**src/logic/tsrb_defines.svh**
```systemverilog
// Register offsets, reset values, field positions and timing of the sensor bank
`ifndef TSRB_DEFINES_SVH
`define TSRB_DEFINES_SVH
// Register offsets
`define TSRB_OFS_LT_MSB    8'h00
`define TSRB_OFS_RS_MSB    8'h01
`define TSRB_OFS_STAT1     8'h02
`define TSRB_OFS_CFG1      8'h03
`define TSRB_OFS_CFG1_ALT  8'h09
`define TSRB_OFS_RATE      8'h04
`define TSRB_OFS_RATE_ALT  8'h0A
`define TSRB_OFS_ROS       8'h07
`define TSRB_OFS_ROS_ALT   8'h0D
`define TSRB_OFS_ONESHOT   8'h0F
`define TSRB_OFS_RS_LSB    8'h10
`define TSRB_OFS_OFF_HI    8'h11
`define TSRB_OFS_OFF_LO    8'h12
`define TSRB_OFS_RCRIT     8'h19
`define TSRB_OFS_LOCLIM    8'h20
`define TSRB_OFS_HYST      8'h21
`define TSRB_OFS_LT_LSB    8'h30
`define TSRB_OFS_RU_MSB    8'h31
`define TSRB_OFS_RU_LSB    8'h32
`define TSRB_OFS_STAT2     8'h33
`define TSRB_OFS_DIAG      8'hBF
// Reset values
`define TSRB_RST_DIAG      8'h1F
`define TSRB_RST_CFG1      8'h00
`define TSRB_RST_RATE      2'h2
`define TSRB_RST_ROS       8'h55
`define TSRB_RST_LOCLIM    8'h55
`define TSRB_RST_RCRIT     8'h6E
`define TSRB_RST_HYST      5'h0A
`define TSRB_RST_OFF       8'h00
// Field positions
`define TSRB_DIAG_PIN      6
`define TSRB_DIAG_FM_OS    5
`define TSRB_DIAG_FM_CRIT  4
`define TSRB_DIAG_MODEL    3
`define TSRB_CFG1_STBY     6
`define TSRB_CFG1_RCRIT_M  4
`define TSRB_CFG1_ROS_M    3
`define TSRB_CFG1_LCRIT_M  2
`define TSRB_CFG1_LOS_M    1
// Write masks
`define TSRB_CFG1_WMASK    8'h5E
`define TSRB_OFFLO_WMASK   8'hE0
// Timing, in microseconds, and the clock period in ns
`define TSRB_CLK_NS        64'd100
`define TSRB_RATE1_US      64'd364000
`define TSRB_RATE2_US      64'd1000000
`define TSRB_RATE3_US      64'd2500000
`define TSRB_CONV_FLT_US   64'd33000
`define TSRB_CONV_OK_US    64'd63000
`define TSRB_PWRUP_US      64'd30000
`define TSRB_US2CYC(us)    (((us) * 64'd1000) / `TSRB_CLK_NS)
`endif

```
**src/logic/tsrb_pkg.sv**
```systemverilog
// Types shared by the sensor register bank
package tsrb_pkg;
    // One conversion result set from the measurement front end
    typedef struct packed {
        logic [7:0] local_msb;
        logic [7:0] local_lsb;
        logic [7:0] rsig_msb;
        logic [7:0] rsig_lsb;
        logic [7:0] runs_msb;
        logic [7:0] runs_lsb;
    } tsrb_temps_s;
    // Serial slave states
    typedef enum logic [4:0] {
        ST_IDLE = 5'b00001,
        ST_RX   = 5'b00010,
        ST_ACK  = 5'b00100,
        ST_TX   = 5'b01000,
        ST_MACK = 5'b10000
    } tsrb_state_e;
endpackage

```
**src/logic/tsrb_bank.sv**
```systemverilog
// Sensor register bank with two-wire serial slave and conversion scheduler
`timescale 1ns/100ps
`include "tsrb_defines.svh"
module tsrb_bank #(
    parameter int unsigned RATE1_CYC    = 32'(`TSRB_US2CYC(`TSRB_RATE1_US)),
    parameter int unsigned RATE2_CYC    = 32'(`TSRB_US2CYC(`TSRB_RATE2_US)),
    parameter int unsigned RATE3_CYC    = 32'(`TSRB_US2CYC(`TSRB_RATE3_US)),
    parameter int unsigned CONV_FLT_CYC = 32'(`TSRB_US2CYC(`TSRB_CONV_FLT_US)),
    parameter int unsigned CONV_OK_CYC  = 32'(`TSRB_US2CYC(`TSRB_CONV_OK_US)),
    parameter int unsigned PWRUP_CYC    = 32'(`TSRB_US2CYC(`TSRB_PWRUP_US)),
    parameter logic [6:0]  ADDR_LO      = 7'h2A,  // arbitrary
    parameter logic [6:0]  ADDR_HI      = 7'h2B   // arbitrary
) (
    input  wire logic                 clock,
    input  wire logic                 reset,
    input  wire logic                 smb_clk,
    input  wire logic                 smb_dat_in,
    output logic                      smb_dat_out,
    output logic                      smb_dat_oe,
    input  wire logic                 os_pin_in,
    output logic                      os_pin_out,
    output logic                      os_pin_oe,
    output logic                      crit_output_n,
    input  tsrb_pkg::tsrb_temps_s     temps_in,
    input  wire logic                 diode_fault_in,
    input  wire logic                 discrete_detect_in,
    output logic                      conv_active,
    output logic                      diode_model_select,
    output logic                      remote_filter_sel_hi,
    output logic                      remote_filter_sel_lo,
    output logic [15:0]               remote_offset
);
    import tsrb_pkg::*;

    // Folds the aliased addresses onto one register each
    function automatic logic [7:0] fold_alias(input logic [7:0] a);
        unique case (a)
            `TSRB_OFS_CFG1_ALT: fold_alias = `TSRB_OFS_CFG1;
            `TSRB_OFS_RATE_ALT: fold_alias = `TSRB_OFS_RATE;
            `TSRB_OFS_ROS_ALT:  fold_alias = `TSRB_OFS_ROS;
            default:            fold_alias = a;
        endcase
    endfunction

    // Limit flag with hysteresis; holds between the two thresholds
    function automatic logic hyst_flag(input logic cur, input logic [7:0] t,
                                       input logic [7:0] lim, input logic [4:0] h);
        logic [8:0] low;
        low = {1'b0, lim} - {4'h0, h};
        if (t > lim)
            hyst_flag = 1'b1;
        else if (low[8] || ({1'b0, t} < low))
            hyst_flag = cur && low[8] ? cur : 1'b0;
        else
            hyst_flag = cur;
    endfunction

    // Registers written by the host
    logic [7:0]  diag_q, cfg1_q, ros_q, rcrit_q, loclim_q, offhi_q, offlo_q;
    logic [1:0]  rate_q;
    logic [4:0]  hyst_q;
    // Conversion state
    logic        busy_q, ros_f_q, rcrit_f_q, loc_f_q, flt_q;
    logic [24:0] conv_cnt_q, wait_cnt_q, pwr_cnt_q;
    tsrb_temps_s tmp_q;
    // Serial slave state
    logic [2:0]  ff1_q, ff2_q, ff3_q, filt_q, prev_q;
    tsrb_state_e st_q;
    logic [3:0]  bit_q;
    logic [7:0]  sh_q, ptr_q, tx_q;
    logic [1:0]  phase_q;
    logic        rnw_q, mack_q, sda_oe_q, os_oe_q, crit_q;
    logic [2:0]  lock_q;
    logic [7:0]  frz_q [3];

    // Pin sampling: filtered level moves once stages two and three agree
    always_ff @(posedge clock or posedge reset) begin
        if (reset) begin
            ff1_q  <= 3'h7;
            ff2_q  <= 3'h7;
            ff3_q  <= 3'h7;
            filt_q <= 3'h7;
            prev_q <= 3'h7;
        end else begin
            ff1_q  <= {os_pin_in, smb_clk, smb_dat_in};
            ff2_q  <= ff1_q;
            ff3_q  <= ff2_q;
            filt_q <= (ff2_q & ff3_q) | (filt_q & (ff2_q ^ ff3_q));
            prev_q <= filt_q;
        end
    end

    // Bus events from the filtered levels
    wire scl_f    = filt_q[1];
    wire sda_f    = filt_q[0];
    wire scl_rise = scl_f & ~prev_q[1];
    wire scl_fall = ~scl_f & prev_q[1];
    wire start_ev = scl_f & prev_q[1] & prev_q[0] & ~sda_f;
    wire stop_ev  = scl_f & prev_q[1] & ~prev_q[0] & sda_f;
    wire pin_sel  = diag_q[`TSRB_DIAG_PIN];
    wire [6:0] my_addr = (~pin_sel & filt_q[2]) ? ADDR_HI : ADDR_LO;
    wire byte_end = scl_fall & (st_q == ST_RX) & (bit_q == 4'h8);
    wire rd_stb   = scl_fall & (((st_q == ST_ACK) & rnw_q) | ((st_q == ST_MACK) & mack_q));
    wire wr_stb   = byte_end & (phase_q == 2'h2);
    wire [7:0] rd_a = fold_alias(ptr_q);
    wire [7:0] wr_a = fold_alias(ptr_q);
    logic [7:0] rd_val;

    // Serial slave: address, command, data bytes; reads repeat the pointer
    always_ff @(posedge clock or posedge reset) begin
        if (reset) begin
            st_q <= ST_IDLE;
            bit_q <= 4'h0;
            sh_q <= 8'h00;
            ptr_q <= 8'h00;
            tx_q <= 8'h00;
            phase_q <= 2'h0;
            rnw_q <= 1'b0;
            mack_q <= 1'b0;
            sda_oe_q <= 1'b0;
        end else if (start_ev) begin
            st_q <= ST_RX;
            bit_q <= 4'h0;
            phase_q <= 2'h0;
            sda_oe_q <= 1'b0;
        end else if (stop_ev) begin
            st_q <= ST_IDLE;
            sda_oe_q <= 1'b0;
        end else begin
            unique case (st_q)
                ST_IDLE: begin
                    sda_oe_q <= 1'b0;
                end
                ST_RX: begin
                    if (scl_rise) begin
                        sh_q <= {sh_q[6:0], sda_f};
                        bit_q <= bit_q + 4'h1;
                    end else if (byte_end) begin
                        // A foreign address is not answered
                        if (phase_q == 2'h0 && sh_q[7:1] != my_addr) begin
                            st_q <= ST_IDLE;
                        end else begin
                            st_q <= ST_ACK;
                            sda_oe_q <= 1'b1;
                        end
                        if (phase_q == 2'h0)
                            rnw_q <= sh_q[0];
                        if (phase_q == 2'h1)
                            ptr_q <= sh_q;
                        if (phase_q != 2'h2)
                            phase_q <= phase_q + 2'h1;
                    end
                end
                ST_ACK: begin
                    if (scl_fall) begin
                        bit_q <= 4'h0;
                        st_q <= rnw_q ? ST_TX : ST_RX;
                        tx_q <= rd_val;
                        sda_oe_q <= rnw_q & ~rd_val[7];
                    end
                end
                ST_TX: begin
                    if (scl_fall) begin
                        bit_q <= bit_q + 4'h1;
                        tx_q <= {tx_q[6:0], 1'b0};
                        st_q <= (bit_q == 4'h7) ? ST_MACK : ST_TX;
                        sda_oe_q <= (bit_q != 4'h7) & ~tx_q[6];
                    end
                end
                ST_MACK: begin
                    if (scl_rise)
                        mack_q <= ~sda_f;
                    else if (scl_fall) begin
                        bit_q <= 4'h0;
                        st_q <= mack_q ? ST_TX : ST_IDLE;
                        tx_q <= rd_val;
                        sda_oe_q <= mack_q & ~rd_val[7];
                    end
                end
            endcase
        end
    end
    assign smb_dat_out = 1'b0;
    assign smb_dat_oe  = sda_oe_q;

    // Register writes; reserved bits are forced so they read back fixed
    always_ff @(posedge clock or posedge reset) begin
        if (reset) begin
            diag_q <= `TSRB_RST_DIAG;
            cfg1_q <= `TSRB_RST_CFG1;
            rate_q <= `TSRB_RST_RATE;
            ros_q <= `TSRB_RST_ROS;
            rcrit_q <= `TSRB_RST_RCRIT;
            loclim_q <= `TSRB_RST_LOCLIM;
            hyst_q <= `TSRB_RST_HYST;
            offhi_q <= `TSRB_RST_OFF;
            offlo_q <= `TSRB_RST_OFF;
        end else if (wr_stb) begin
            unique case (wr_a)
                `TSRB_OFS_DIAG:   diag_q <= {1'b0, sh_q[6:1], 1'b1};
                `TSRB_OFS_CFG1:   cfg1_q <= sh_q & `TSRB_CFG1_WMASK;
                `TSRB_OFS_RATE:   rate_q <= sh_q[1:0];
                `TSRB_OFS_ROS:    ros_q <= sh_q;
                `TSRB_OFS_RCRIT:  rcrit_q <= sh_q;
                `TSRB_OFS_LOCLIM: loclim_q <= sh_q;
                `TSRB_OFS_HYST:   hyst_q <= sh_q[4:0];
                `TSRB_OFS_OFF_HI: offhi_q <= sh_q;
                `TSRB_OFS_OFF_LO: offlo_q <= sh_q & `TSRB_OFFLO_WMASK;
                default: ;
            endcase
        end
    end

    // Front-end controls
    assign diode_model_select   = diag_q[`TSRB_DIAG_MODEL];
    assign remote_filter_sel_hi = diag_q[2];
    assign remote_filter_sel_lo = diag_q[1];
    assign remote_offset        = {offhi_q, offlo_q};
    assign conv_active          = busy_q;

    // Conversion scheduling terms
    wire stby      = cfg1_q[`TSRB_CFG1_STBY];
    wire not_ready = (pwr_cnt_q != 25'h0);
    wire oneshot   = wr_stb & (wr_a == `TSRB_OFS_ONESHOT);
    wire conv_go   = ~busy_q & ~not_ready &
                     (stby ? oneshot : (wait_cnt_q == 25'h0));
    wire conv_end  = busy_q & (conv_cnt_q == 25'h1);
    wire filt_on   = diag_q[2] & diag_q[1];
    wire [7:0] fmask = filt_on ? 8'hF8 : 8'hE0;
    logic [24:0] ivl;

    // Interval per rate code, less the reload clock so starts sit exactly one interval apart
    always_comb begin
        unique case (rate_q)
            2'h0: ivl = 25'h0;
            2'h1: ivl = 25'(RATE1_CYC - 1);
            2'h2: ivl = 25'(RATE2_CYC - 1);
            2'h3: ivl = 25'(RATE3_CYC - 1);
        endcase
    end

    // Power-up wait, busy window and interval timer
    always_ff @(posedge clock or posedge reset) begin
        if (reset) begin
            pwr_cnt_q <= 25'(PWRUP_CYC);
            busy_q <= 1'b0;
            conv_cnt_q <= 25'h0;
            wait_cnt_q <= 25'h0;
        end else begin
            if (not_ready)
                pwr_cnt_q <= pwr_cnt_q - 25'h1;
            if (wait_cnt_q != 25'h0)
                wait_cnt_q <= wait_cnt_q - 25'h1;
            if (conv_go) begin
                busy_q <= 1'b1;
                conv_cnt_q <= diode_fault_in ? 25'(CONV_FLT_CYC)
                                             : 25'(CONV_OK_CYC);
                wait_cnt_q <= ivl;
            end else if (busy_q) begin
                conv_cnt_q <= conv_cnt_q - 25'h1;
                busy_q <= ~conv_end;
            end
        end
    end

    // Results and limit flags at the end of each conversion
    wire [7:0] loc_t = tmp_q.local_msb[7] ? 8'h00 : tmp_q.local_msb;
    always_ff @(posedge clock or posedge reset) begin
        if (reset) begin
            tmp_q <= '0;
            flt_q <= 1'b0;
            ros_f_q <= 1'b0;
            rcrit_f_q <= 1'b0;
            loc_f_q <= 1'b0;
        end else if (conv_end) begin
            tmp_q <= temps_in;
            flt_q <= diode_fault_in;
            if (diode_fault_in) begin
                tmp_q.rsig_msb <= 8'h80;
                tmp_q.rsig_lsb <= 8'h00;
                tmp_q.runs_msb <= 8'h00;
                tmp_q.runs_lsb <= 8'h00;
            end
            ros_f_q <= hyst_flag(ros_f_q, temps_in.runs_msb, ros_q, hyst_q);
            rcrit_f_q <= hyst_flag(rcrit_f_q, temps_in.runs_msb, rcrit_q, hyst_q);
            loc_f_q <= hyst_flag(loc_f_q, temps_in.local_msb[7] ? 8'h00
                                 : temps_in.local_msb, loclim_q, hyst_q);
        end
    end

    // Low-byte freeze per temperature pair
    wire [7:0] msb_ofs [3] = '{`TSRB_OFS_LT_MSB, `TSRB_OFS_RS_MSB, `TSRB_OFS_RU_MSB};
    wire [7:0] lsb_ofs [3] = '{`TSRB_OFS_LT_LSB, `TSRB_OFS_RS_LSB, `TSRB_OFS_RU_LSB};
    wire [7:0] lsb_cur [3] = '{tmp_q.local_lsb, tmp_q.rsig_lsb & fmask,
                                tmp_q.runs_lsb & fmask};
    wire [7:0] lsb_rd  [3];
    genvar gi;
    generate
        for (gi = 0; gi < 3; gi++) begin : g_pair
            always_ff @(posedge clock or posedge reset) begin
                if (reset) begin
                    lock_q[gi] <= 1'b0;
                    frz_q[gi] <= 8'h00;
                end else if (rd_stb && rd_a == msb_ofs[gi]) begin
                    lock_q[gi] <= 1'b1;
                    frz_q[gi] <= lsb_cur[gi];
                end else if (rd_stb && rd_a == lsb_ofs[gi]) begin
                    lock_q[gi] <= 1'b0;
                end
            end
            assign lsb_rd[gi] = lock_q[gi] ? frz_q[gi] : lsb_cur[gi];
        end
    endgenerate

    // Read data; unmapped and write-only addresses read zero
    always_comb begin
        unique case (rd_a)
            `TSRB_OFS_LT_MSB: rd_val = tmp_q.local_msb;
            `TSRB_OFS_RS_MSB: rd_val = tmp_q.rsig_msb;
            `TSRB_OFS_RU_MSB: rd_val = tmp_q.runs_msb;
            `TSRB_OFS_LT_LSB: rd_val = lsb_rd[0];
            `TSRB_OFS_RS_LSB: rd_val = lsb_rd[1];
            `TSRB_OFS_RU_LSB: rd_val = lsb_rd[2];
            `TSRB_OFS_STAT1:  rd_val = {busy_q, 2'b00, ros_f_q, 1'b0,
                                        flt_q, rcrit_f_q, loc_f_q};
            `TSRB_OFS_STAT2:  rd_val = {not_ready, discrete_detect_in &
                                        diode_model_select, 6'h00};
            `TSRB_OFS_DIAG:   rd_val = diag_q;
            `TSRB_OFS_CFG1:   rd_val = cfg1_q;
            `TSRB_OFS_RATE:   rd_val = {6'h00, rate_q};
            `TSRB_OFS_ROS:    rd_val = ros_q;
            `TSRB_OFS_RCRIT:  rd_val = rcrit_q;
            `TSRB_OFS_LOCLIM: rd_val = loclim_q;
            `TSRB_OFS_HYST:   rd_val = {3'h0, hyst_q};
            `TSRB_OFS_OFF_HI: rd_val = offhi_q;
            `TSRB_OFS_OFF_LO: rd_val = offlo_q;
            default:          rd_val = 8'h00;
        endcase
    end

    // Alarm outputs; masks set to 1 keep an event off its pin
    wire os_ev   = (ros_f_q & ~cfg1_q[`TSRB_CFG1_ROS_M]) | (loc_f_q & ~cfg1_q[`TSRB_CFG1_LOS_M])
                 | (flt_q & ~diag_q[`TSRB_DIAG_FM_OS]);
    wire crit_ev = (rcrit_f_q & ~cfg1_q[`TSRB_CFG1_RCRIT_M])
                 | (loc_f_q & ~cfg1_q[`TSRB_CFG1_LCRIT_M])
                 | (flt_q & ~diag_q[`TSRB_DIAG_FM_CRIT]);
    always_ff @(posedge clock or posedge reset) begin
        if (reset) begin
            os_oe_q <= 1'b0;
            crit_q <= 1'b0;
        end else begin
            os_oe_q <= pin_sel & os_ev;
            crit_q <= crit_ev;
        end
    end
    assign os_pin_out    = 1'b0;
    assign os_pin_oe     = os_oe_q;
    assign crit_output_n = ~crit_q;
endmodule

```
**config.mk**
```make
export PLATFORM = sky130hd
export DESIGN_NAME = tsrb_bank
export DESIGN_NICKNAME = d
export VERILOG_FILES = /design/src/logic/tsrb_pkg.sv /design/src/logic/tsrb_bank.sv
export VERILOG_INCLUDE_DIRS = /design/src /design/src/logic
export SDC_FILE = /design/constraint.sdc
export NUM_CORES = 1
export LEC_CHECK = 0
export BUFFER_PORTS_ARGS = -buffer_cell sky130_fd_sc_hd__buf_4
export CAP_MARGIN = 20
export CORE_ASPECT_RATIO = 1.1
export CORE_MARGIN = 2
export CORE_UTILIZATION = 50
export CTS_CLUSTER_DIAMETER = 40
export DETAILED_ROUTE_END_ITERATION = 8
export PLACE_DENSITY_LB_ADDON = 0.08
export RECOVER_POWER = 50
export SLEW_MARGIN = 20
export SYNTH_ARGS = -nofsm -noshare
export SYNTH_HDL_FRONTEND = slang
export SYNTH_SLANG_ARGS = --single-unit
```
**constraint.sdc**
```tcl
create_clock -name clock -period 9.4 [get_ports clock]
set_input_delay 0.47 -clock clock [delete_from_list [all_inputs] [get_ports clock]]
set_output_delay 0.47 -clock clock [all_outputs]
set_load 0.005 [all_outputs]
```
After elaboration in Yosys (flattened, before gate mapping)
Cells that the tools add are included.
{ "op_classes": {"bitwise_logic": 61, "n_eq_ne": 53, "n_mux": 73, "addsub": 8, "n_lt_le_gt_ge": 6, "n_reduce_logical": 54} }
{ "op_table": {"columns": ["cell", "n"], "rows": [
  ["8-bit one-hot mux with 17 select lines", 1],
  ["25-bit two-way mux", 4],
  ["25-bit one-hot mux with 4 select lines", 1],
  ["25-bit by 1-bit subtractor with 25-bit output, second input constant", 3],
  ["5-bit two-way mux", 10],
  ["25-bit nonzero test", 2],
  ["8-bit by 6-bit == test with 1-bit output, second input constant", 6],
  ["8-bit two-way mux", 6],
  ["8-bit one-hot mux with 3 select lines", 2],
  ["8-bit by 4-bit == test with 1-bit output, second input constant", 4],
  ["8-bit by 5-bit == test with 1-bit output, second input constant", 4],
  ["32-bit two-way mux", 1],
  ["4-bit two-way mux", 8],
  ["1-bit AND", 30],
  ["1-bit two-way mux", 28],
  ["4-bit != test, second input constant", 7],
  ["8-bit by 5-bit subtractor with 9-bit output", 3],
  ["25-bit by 1-bit == test with 1-bit output, second input constant", 1],
  ["25-bit logical NOT", 1],
  ["2-bit nonzero test", 11],
  ["20-bit two-way mux", 1],
  ["1-bit inverter", 20],
  ["5-bit one-hot mux with 4 select lines", 1],
  ["8-bit by 9-bit < comparator with 1-bit output", 2],
  ["46 further kinds", 98]
]} }
{ "totals": {"word_cells": 300, "regBits": 262} }

Longest topological paths before layout
Gate-level depths: netlist of run 1.
{ "depth": {"depth_word": 12, "mapped_depth": 16, "mapped_depth_nobuf": 16} }

Least setup slack after synthesis of run 1
No wires, ideal clock.
{ "synth_timing": {"path_kind": "reg2reg", "startpoint": "register hyst_q[1]", "endpoint": "register loc_f_q", "stages_incl_launch_ff": 15, "period_less_slack_ps": 2898, "path_slack_ps": 6502, "t_arrival_ps": 2768, "required_ps": 9270, "setup_ps": 130, "n_path_buf": 0, "cell_sequence": "dfstp_2 inv_1 fa_1 a21o_1 a21oi_1 nor2b_1 nor3_1 xnor2_1 ha_1 o2111a_1 o31ai_1 a211oi_1 o21a_1 nor3_1 o22ai_1"} }
{ "synth_via": {"elab_chain_len": 5} }
{ "synth_lines": {"columns": ["item", "line_no", "source"], "rows": [
  ["from (decl)", "tsrb_bank.sv:61", "logic [4:0] hyst_q;"],
  ["from (signal assigned)", "tsrb_bank.sv:195", "hyst_q <= `TSRB_RST_HYST;"],
  ["from (signal assigned)", "tsrb_bank.sv:206", "`TSRB_OFS_HYST: hyst_q <= sh_q[4:0];"],
  ["8-bit by 5-bit subtractor with 9-bit output (*)", "tsrb_bank.sv:49", "low = {1'b0, lim} - {4'h0, h};"],
  ["7-bit by 9-bit < comparator with 1-bit output", "tsrb_bank.sv:52", "else if (low[8] || ({1'b0, t} < low))"],
  ["1-bit logical OR", "tsrb_bank.sv:52", null],
  ["2-bit nonzero test (no source line)", null, null],
  ["3-bit AND reduction (no source line) (*)", null, null],
  ["to (signal assigned)", "tsrb_bank.sv:286", "loc_f_q <= hyst_flag(loc_f_q, temps_in.local_msb[7] ? 8'h00"],
  ["to (decl)", "tsrb_bank.sv:63", "logic busy_q, ros_f_q, rcrit_f_q, loc_f_q, flt_q;"]
]} }
Mark *: on every way between the ends. The rest lies on a longest branch, timed or not.
A chain may end at the register's enable or synchronous reset.

==> metrics.txt, run 1 <==
YS warnings=0; Synth top cells by count=209 x nand2_1, 206 x dfrtp_1, 79 x mux2_2; Async SR Flop Fraction=100.0%; critical path fanouts, max=113; drt pass-1 iters=5; largest area contributor in the synthesized netlist=dfrtp_1; TritonCTS buffer count=42; Root Driver=clkbuf_16; Port-buffer cells=66; Die X=163.9 um; number of synthesized flops with an enable pin=0; Fill cells=~2.4k; endpoint class of the critical path=asynchronous set/reset pin; Syn Inst Count=approximately 1.4k; flops & latches, synth=249; post-CTS resize count=0; area grow syn2layout=15.72%; I/O pins=80; final setup violation count=0; Final Critical Period=4.670 ns; initial antenna violation count=0; top-count cell post-synth=nand2_1; Rows=64; clock slew at reported path FFs=roughly 0.050 ns; Multi-input gate area=around 7200 um2; Avg WL per Cell=19.83 um; antenna viol nets, final=0; fraction of layout cells with a size suffix above 1=between 10% and 20%; clk_skew=approximately 0.018 ns; Worst-Skew Late Latency=0.54 ns; clk sinks=249; Initial Utilization=50.75%; DR WL met2=18,760 um; vias in the first global route=11.16k; Mapped Area=14,060 um2; crit share post-route=just under 50%; initial drt markers=819; core area=roughly 28,000 um2; Setup CP Type=in -> async; Req. time, crit path=9.97 ns; Metal-1 WL=16,020 um; htree depth=2; syn avg cell area=9.711 um2; hold crit path type=in -> reg; Max-slew headroom=-228.5%; sequential area share after synthesis=between 40% and 50%; final core utilization=58.73%; Synth cell types=78; Synth Flop Type=dfrtp_1; GPL Wtd Cong=0.9470; Synth top area share=approximately 37%; synth top area cells=dfrtp_1 37%, dfstp_2 8.0%, ha_1 6.6%, mux2_2 6.3%, nand2_1 5.6%; Via Count=11.08k; Power Dens Cells=177.6 nW/um2; final hold viol count=0; drt drc=0; first-pass GRT wire length=60,690 um; Sequential cell area=6285 um2; Pleak=around 0.0074 uW; Tightest Pin Transition=4.901 ns; Max VDD drop=~0.00014 V; total wire length=37,660 um; status=complete, but fails checks; Total Die Area=29,480 um2; Final #Nets=1,634; largest net degree at the start of global routing=114; n_diodes=0; Max Clk Rate=0.2141 GHz; nature of the critical path startpoint=input pin; Die Y=between 150 and 200 um; grt ovf=0; max-capacitance violation count=1; hpwl dp=between 20,000 and 30,000 um; Setup Buffers After CTS=0; highest routed layer=met4; metal3 WL=1552 um; RSZ-0062 raised after global routing=false; hold_buf cts=0; CTS tree=yes; failing checks=max-capacitance violations, max-slew violations; maximum buffer depth of the clock tree=3; Setup TNS Final=0 ns; Slew Limit Fails=114; total track usage=26.01%; routed vias/inst=5.832; CP arrival=around 5.2 ns
[worst max-delay path, stage by stage]
cell	delay (ns)
clkbuf_4	0.11
clkinvlp_2	2.74
buf_4	1.10
buf_4	0.76
[flip-flops by register name (all words and copies together), names as in the netlist, 6 cells and up]
signal / cells
sh_q: 8
ros_q: 8
wait_cnt_q: 25
ptr_q: 8
frz_q: 18
offhi_q: 8
conv_cnt_q: 25
loclim_q: 8
pwr_cnt_q: 25
tx_q: 7
diag_q: 6
lsb_cur: 8
tmp_q: 34
rcrit_q: 8
[metal layers]
| metal | track usage [%] | vias up |
|---|---|---|
| met5 | 0 | - |
| met4 | 9.544 | 0 |
| met3 | 3.323 | 87 |
| met2 | 44.62 | 304 |
| met1 | 33.50 | 5466 |
| li1 | - | 5218 |
[logic make-up (layout without fill, tap and decap cells)]
family          after synthesis  after routing  synth area share [%]
other cells                   1              7               0.02667
xor+xnor                     80             80                 4.983
compound gates              254            254                 11.35
mux                          99             99                 7.750
simple gates                544            544                 19.54
flops                       249            249                 44.70
buf+inv                     144            226                 4.645
fa+ha+maj                    77             77                 7.012
[worst paths after layout]
kind                                 start             to  slack, ns  cells past startpoint
worst max-delay path                 reset         crit_q       4.73                      4
worst min-delay path            smb_dat_in       ff1_q[0]       0.05                      1
worst max register to register   hyst_q[0]        loc_f_q       6.09                     15
worst min register to register    ff1_q[1]       ff2_q[1]       0.36                      0
max in group clock               hyst_q[0]        loc_f_q       6.09                     15
min in group asynchronous            reset  conv_cnt_q[3]       1.46                      2
[where the power goes]
part	internal (uW)	switching, uW
combinational	53.2	75.5
clock	1080	563
sequential	1100	25.8
[stage by stage]
step | worst slack (ns) | cells | total power (uW) | hold slack, ns | area, um2
after floorplan | 2.158 | 1454 | 1220 | 0.3452 | 14080
final | 4.730 | 1899 | 2890 | 0.04919 | 16270
after global routing | 3.675 | 1899 | 2982 | 0.03448 | 16270
after CTS | 6.057 | 1899 | 2915 | 0.03574 | 16290
after global placement | 6.073 | 1821 | 1269 | 0.3454 | 14760
after detailed placement | 6.094 | 1821 | 1272 | 0.3484 | 14760
[placed cells by master (no fill, tap or decap), types with 7 or more instances in the layout]
| cell | count |
|---|---|
| buf_4 | 57 |
| or2_2 | 10 |
| clkbuf_8 | 8 |
| a22oi_1 | 9 |
| a221oi_1 | 11 |
| o31ai_1 | 8 |
| dfstp_1 | 10 |
| nor4_1 | 19 |
| and3_1 | 10 |
| or4_1 | 14 |
| o211ai_1 | 10 |
| mux2_2 | 79 |
| o22ai_1 | 11 |
| xor2_1 | 30 |
| conb_1 | 7 |
| nand4_1 | 19 |
| o21ai_0 | 78 |
| xnor2_1 | 50 |
| nor3_1 | 32 |
| mux2i_1 | 20 |
| a21oi_1 | 58 |
| dfrtp_1 | 206 |
| nand3b_1 | 28 |
| o21a_1 | 9 |
| inv_1 | 70 |
| nor2_1 | 76 |
| a21o_1 | 15 |
| or3_1 | 21 |
| dfstp_2 | 33 |
| nand2_1 | 209 |
| clkbuf_4 | 18 |
| clkbuf_16 | 43 |
| nand2b_1 | 11 |
| nor2b_1 | 23 |
| nand3_1 | 41 |
| ha_1 | 74 |
| a31oi_1 | 7 |
[final cells by class]
| class | count | share of cell area, % |
|---|---|---|
| clock buffer | 55 | 7.382 |
| clock inverter | 23 | 2.022 |
| inverter | 71 | 1.646 |
| multi-input combinational | 1061 | 44.03 |
| sequential | 249 | 38.62 |
| tap | 363 | 2.791 |
| timing repair buffer | 77 | 3.506 |
No activity file was read; power rests on OpenSTA's default activity.
==> run 2: changes to the inputs <==
--- a/config.mk
+++ b/config.mk
@@ -6,6 +6,7 @@
 export SDC_FILE = /design/constraint.sdc
 export NUM_CORES = 1
 export LEC_CHECK = 0
+export ABC_AREA = 1
 export BUFFER_PORTS_ARGS = -buffer_cell sky130_fd_sc_hd__buf_4
 export CAP_MARGIN = 20
 export CORE_ASPECT_RATIO = 1.1
==> constraint.sdc (replaced) <==
create_clock -name clock -period 4.7 [get_ports clock]
set_input_delay 0.235 -clock clock [delete_from_list [all_inputs] [get_ports clock]]
set_output_delay 0.235 -clock clock [all_outputs]
set_load 0.005 [all_outputs]
==> metrics.txt, run 2 <==
status=complete, no violations; first-pass GRT wire length=63,370 um; Crit-path slowest cell=nand3_2; Seq pwr share=around two fifths; Die Y=180.0 um; grt ovf=0; Top reg by flops=tmp_q; hold crit path type=in -> reg; commonest non-fill, non-tap cell in the layout=nand2_1; syn avg cell area=a little under 8 um2; clk sinks=249; total wire length=38,690 um; Slew Limit Fails=0; endpoint class of the critical path=flop; I/O pins=80; Power Dens Cells=345.8 nW/um2; TritonCTS buffer count=44; fraction of layout cells with a size suffix above 1=10.76%; Setup TNS Final=0 ns; CP arrival=about 3.5 ns; critical path fanouts, max=31; antenna viol nets, final=0; Rows=64; worst path cell trace=inv_1 > ha_1 > nand2_1 > nor2_1 > nand2_1 > inv_1 > nand4_1 > nor2_1 > nand3_2 > nand2_1 > inv_1 > nand2_1 > nand3_1; Via Count=12.29k; Synth top cells by count=441 x nand2_1, 247 x inv_1, 206 x dfrtp_1; sw power=1398 uW; Max-slew headroom=31.39%; Avg WL per Cell=roughly 17 um; Req. time, crit path=5.08 ns; Synth cell types=55; maximum buffer depth of the clock tree=3; sequential area share after synthesis=approximately 45%; Synth top area share=36.63%; Combinational Power Share=5.4%; CTS tree=yes; initial antenna violation count=0; max-capacitance violation count=0; largest area contributor in the synthesized netlist=dfrtp_1; final setup violation count=0; initial drt markers=996; Port-buffer cells=66; most frequent cells in the layout=441 x nand2_1, 246 x inv_1, 206 x dfrtp_1, 177 x o21ai_0, 167 x nor2_1; drt pass-1 iters=7; number of synthesized flops with an enable pin=0; largest net degree at the start of global routing=119; core area=27,790 um2; nature of the critical path startpoint=flop; final hold viol count=0; hpwl dp=27,430 um; Final Critical Period=3.150 ns; flops & latches, synth=249; post-route cell area=16,770 um2; crit share post-route=67.03%; RSZ-0062 raised after global routing=false; Int Power=4401 uW; GPL Wtd Cong=about 0.96; Pleak=0.008386 uW; Root Driver=clkbuf_16; YS warnings=0; Setup CP Type=reg -> reg; clk_skew=about 0.022 ns; crit-path most repeated cell=nand2_1; Total Die Area=29,500 um2; count of buffer and inverter cells on the critical path=3; Worst-Skew Late Latency=0.54 ns; drt drc=0; clock slew at reported path FFs=0.06 ns; Setup Buffers After CTS=0; family with the most delay on the worst path=simple AND/OR/NAND/NOR gates; top-count cell post-synth=nand2_1; synth top area cells=dfrtp_1 37%, nand2_1 12%, dfstp_2 8.0%, inv_1 6.6%, ha_1 6.6%; Mapped Area=14,070 um2; dpl cell area=14,950 um2; total track usage=27.08%; post-CTS resize count=0; Max VDD drop=~0.00035 V; Async SR Flop Fraction=100.0%; Largest register FFs=34; area grow syn2layout=19.15%; Die X=164.0 um; Synth Flop Type=dfrtp_1; Tightest Pin Transition=1.028 ns; htree depth=2; n_diodes=0; Final #Nets=2,031; Sw Ratio=24.10%; max incr delay on CP=0.52 ns; vias in the first global route=12.19k; Max Clk Rate=0.3174 GHz; clock share of power=56.0%; Min Hold Slack=0.009030 ns; Initial Utilization=50.64%; Syn Inst Count=1,780; routed vias/inst=5.353
## run 2: cell types whose count changed after synthesis, sizes merged, moves of 17 or more
cell    delta
xnor2     -28
o21ai     +97
mux2      -78
nor2      +97
mux2i     -20
or3       -21
nand4     +17
nand2    +234
clkbuf    -24
nor2b     -23
nand3b    -24
inv      +177
nand3     +48
nor4      -18
## run 2: worst paths after layout
check                             start              to  slack, ns  cells after the start
max in group asynchronous         reset  wait_cnt_q[19]       3.12                      4
min reg2reg                    ff1_q[0]        ff2_q[0]       0.36                      0
min                        temps_in[44]       tmp_q[44]      0.009                      3
max reg2reg                pwr_cnt_q[1]   conv_cnt_q[6]       1.55                     13
min in group asynchronous         reset        tmp_q[7]       0.47                      3
max                        pwr_cnt_q[1]   conv_cnt_q[6]       1.55                     13
## run 2: power groups by stage
| stage | combinational (uW) | clock, uW | sequential, uW |
|---|---|---|---|
| finish | 311 | 3250 | 2240 |
| global route | 358 | 3410 | 2250 |
| CTS | 316 | 3290 | 2240 |
| detailed placement | 293 | 0 | 2280 |
| global placement | 285 | 0 | 2280 |
| floorplan | 192 | 0 | 2270 |
## run 2: area by class of cell
class                           count  area, um2
Clock inverter                     30      352.8
Inverter                          248      932.1
Fill cell                        2536      11020
Timing Repair Buffer              106      894.6
Sequential cell                   249       6285
Multi-Input combinational cell   1250       6694
Clock buffer                       50       1155
Tap cell                          363      454.2
## run 2: kinds of logic after synthesis
family | share of synthesized area (%)
buffers and inverters | 7.931
flip-flops | 44.66
multiplexers | 0.08002
adder cells (fa/ha/maj) | 7.006
other | 0.02665
XOR/XNOR | 3.921
AND/OR/NAND/NOR | 23.48
AO/OA/AOI/OAI | 12.89
## run 2: worst reg2reg max path: stages, from the launching register on
cell and delay (ns):
dfrtp_1 0.40, inv_1 0.08, ha_1 0.20, nand2_1 0.10
nor2_1 0.13, nand2_1 0.10, inv_1 0.12, nand4_1 0.30
nor2_1 0.27, nand3_2 0.52, nand2_1 0.49, inv_1 0.15
nand2_1 0.09, nand3_1 0.07
## run 2: routing by layer
metal	track usage, %	vias up	wire (um)
met2	44.18	312	18330
met1	35.97	5832	16940
met5	0	-	0
li1	-	6055	-
met3	5.215	92	2162
met4	9.544	0	1251
## run 2: repair_timing
action / CTS / global route
hold endpoints to repair: 44 / 0
hold buffers: 32 / 0
endpoints found under the setup margin: 0 / 0
## run 2: per-stage QoR
stage          util (%)  cells  setup slack [ns]  total power (uW)
3_5_place_dp      53.80   2183             1.563              2570
2_1_floorplan         -   1786             1.226              2459
5_1_grt           60.34   2296             1.262              6014
6_report          60.34   2296             1.550              5799
4_1_cts           60.37   2295             1.522              5850
3_3_place_gp      53.74   2182             1.575              2561
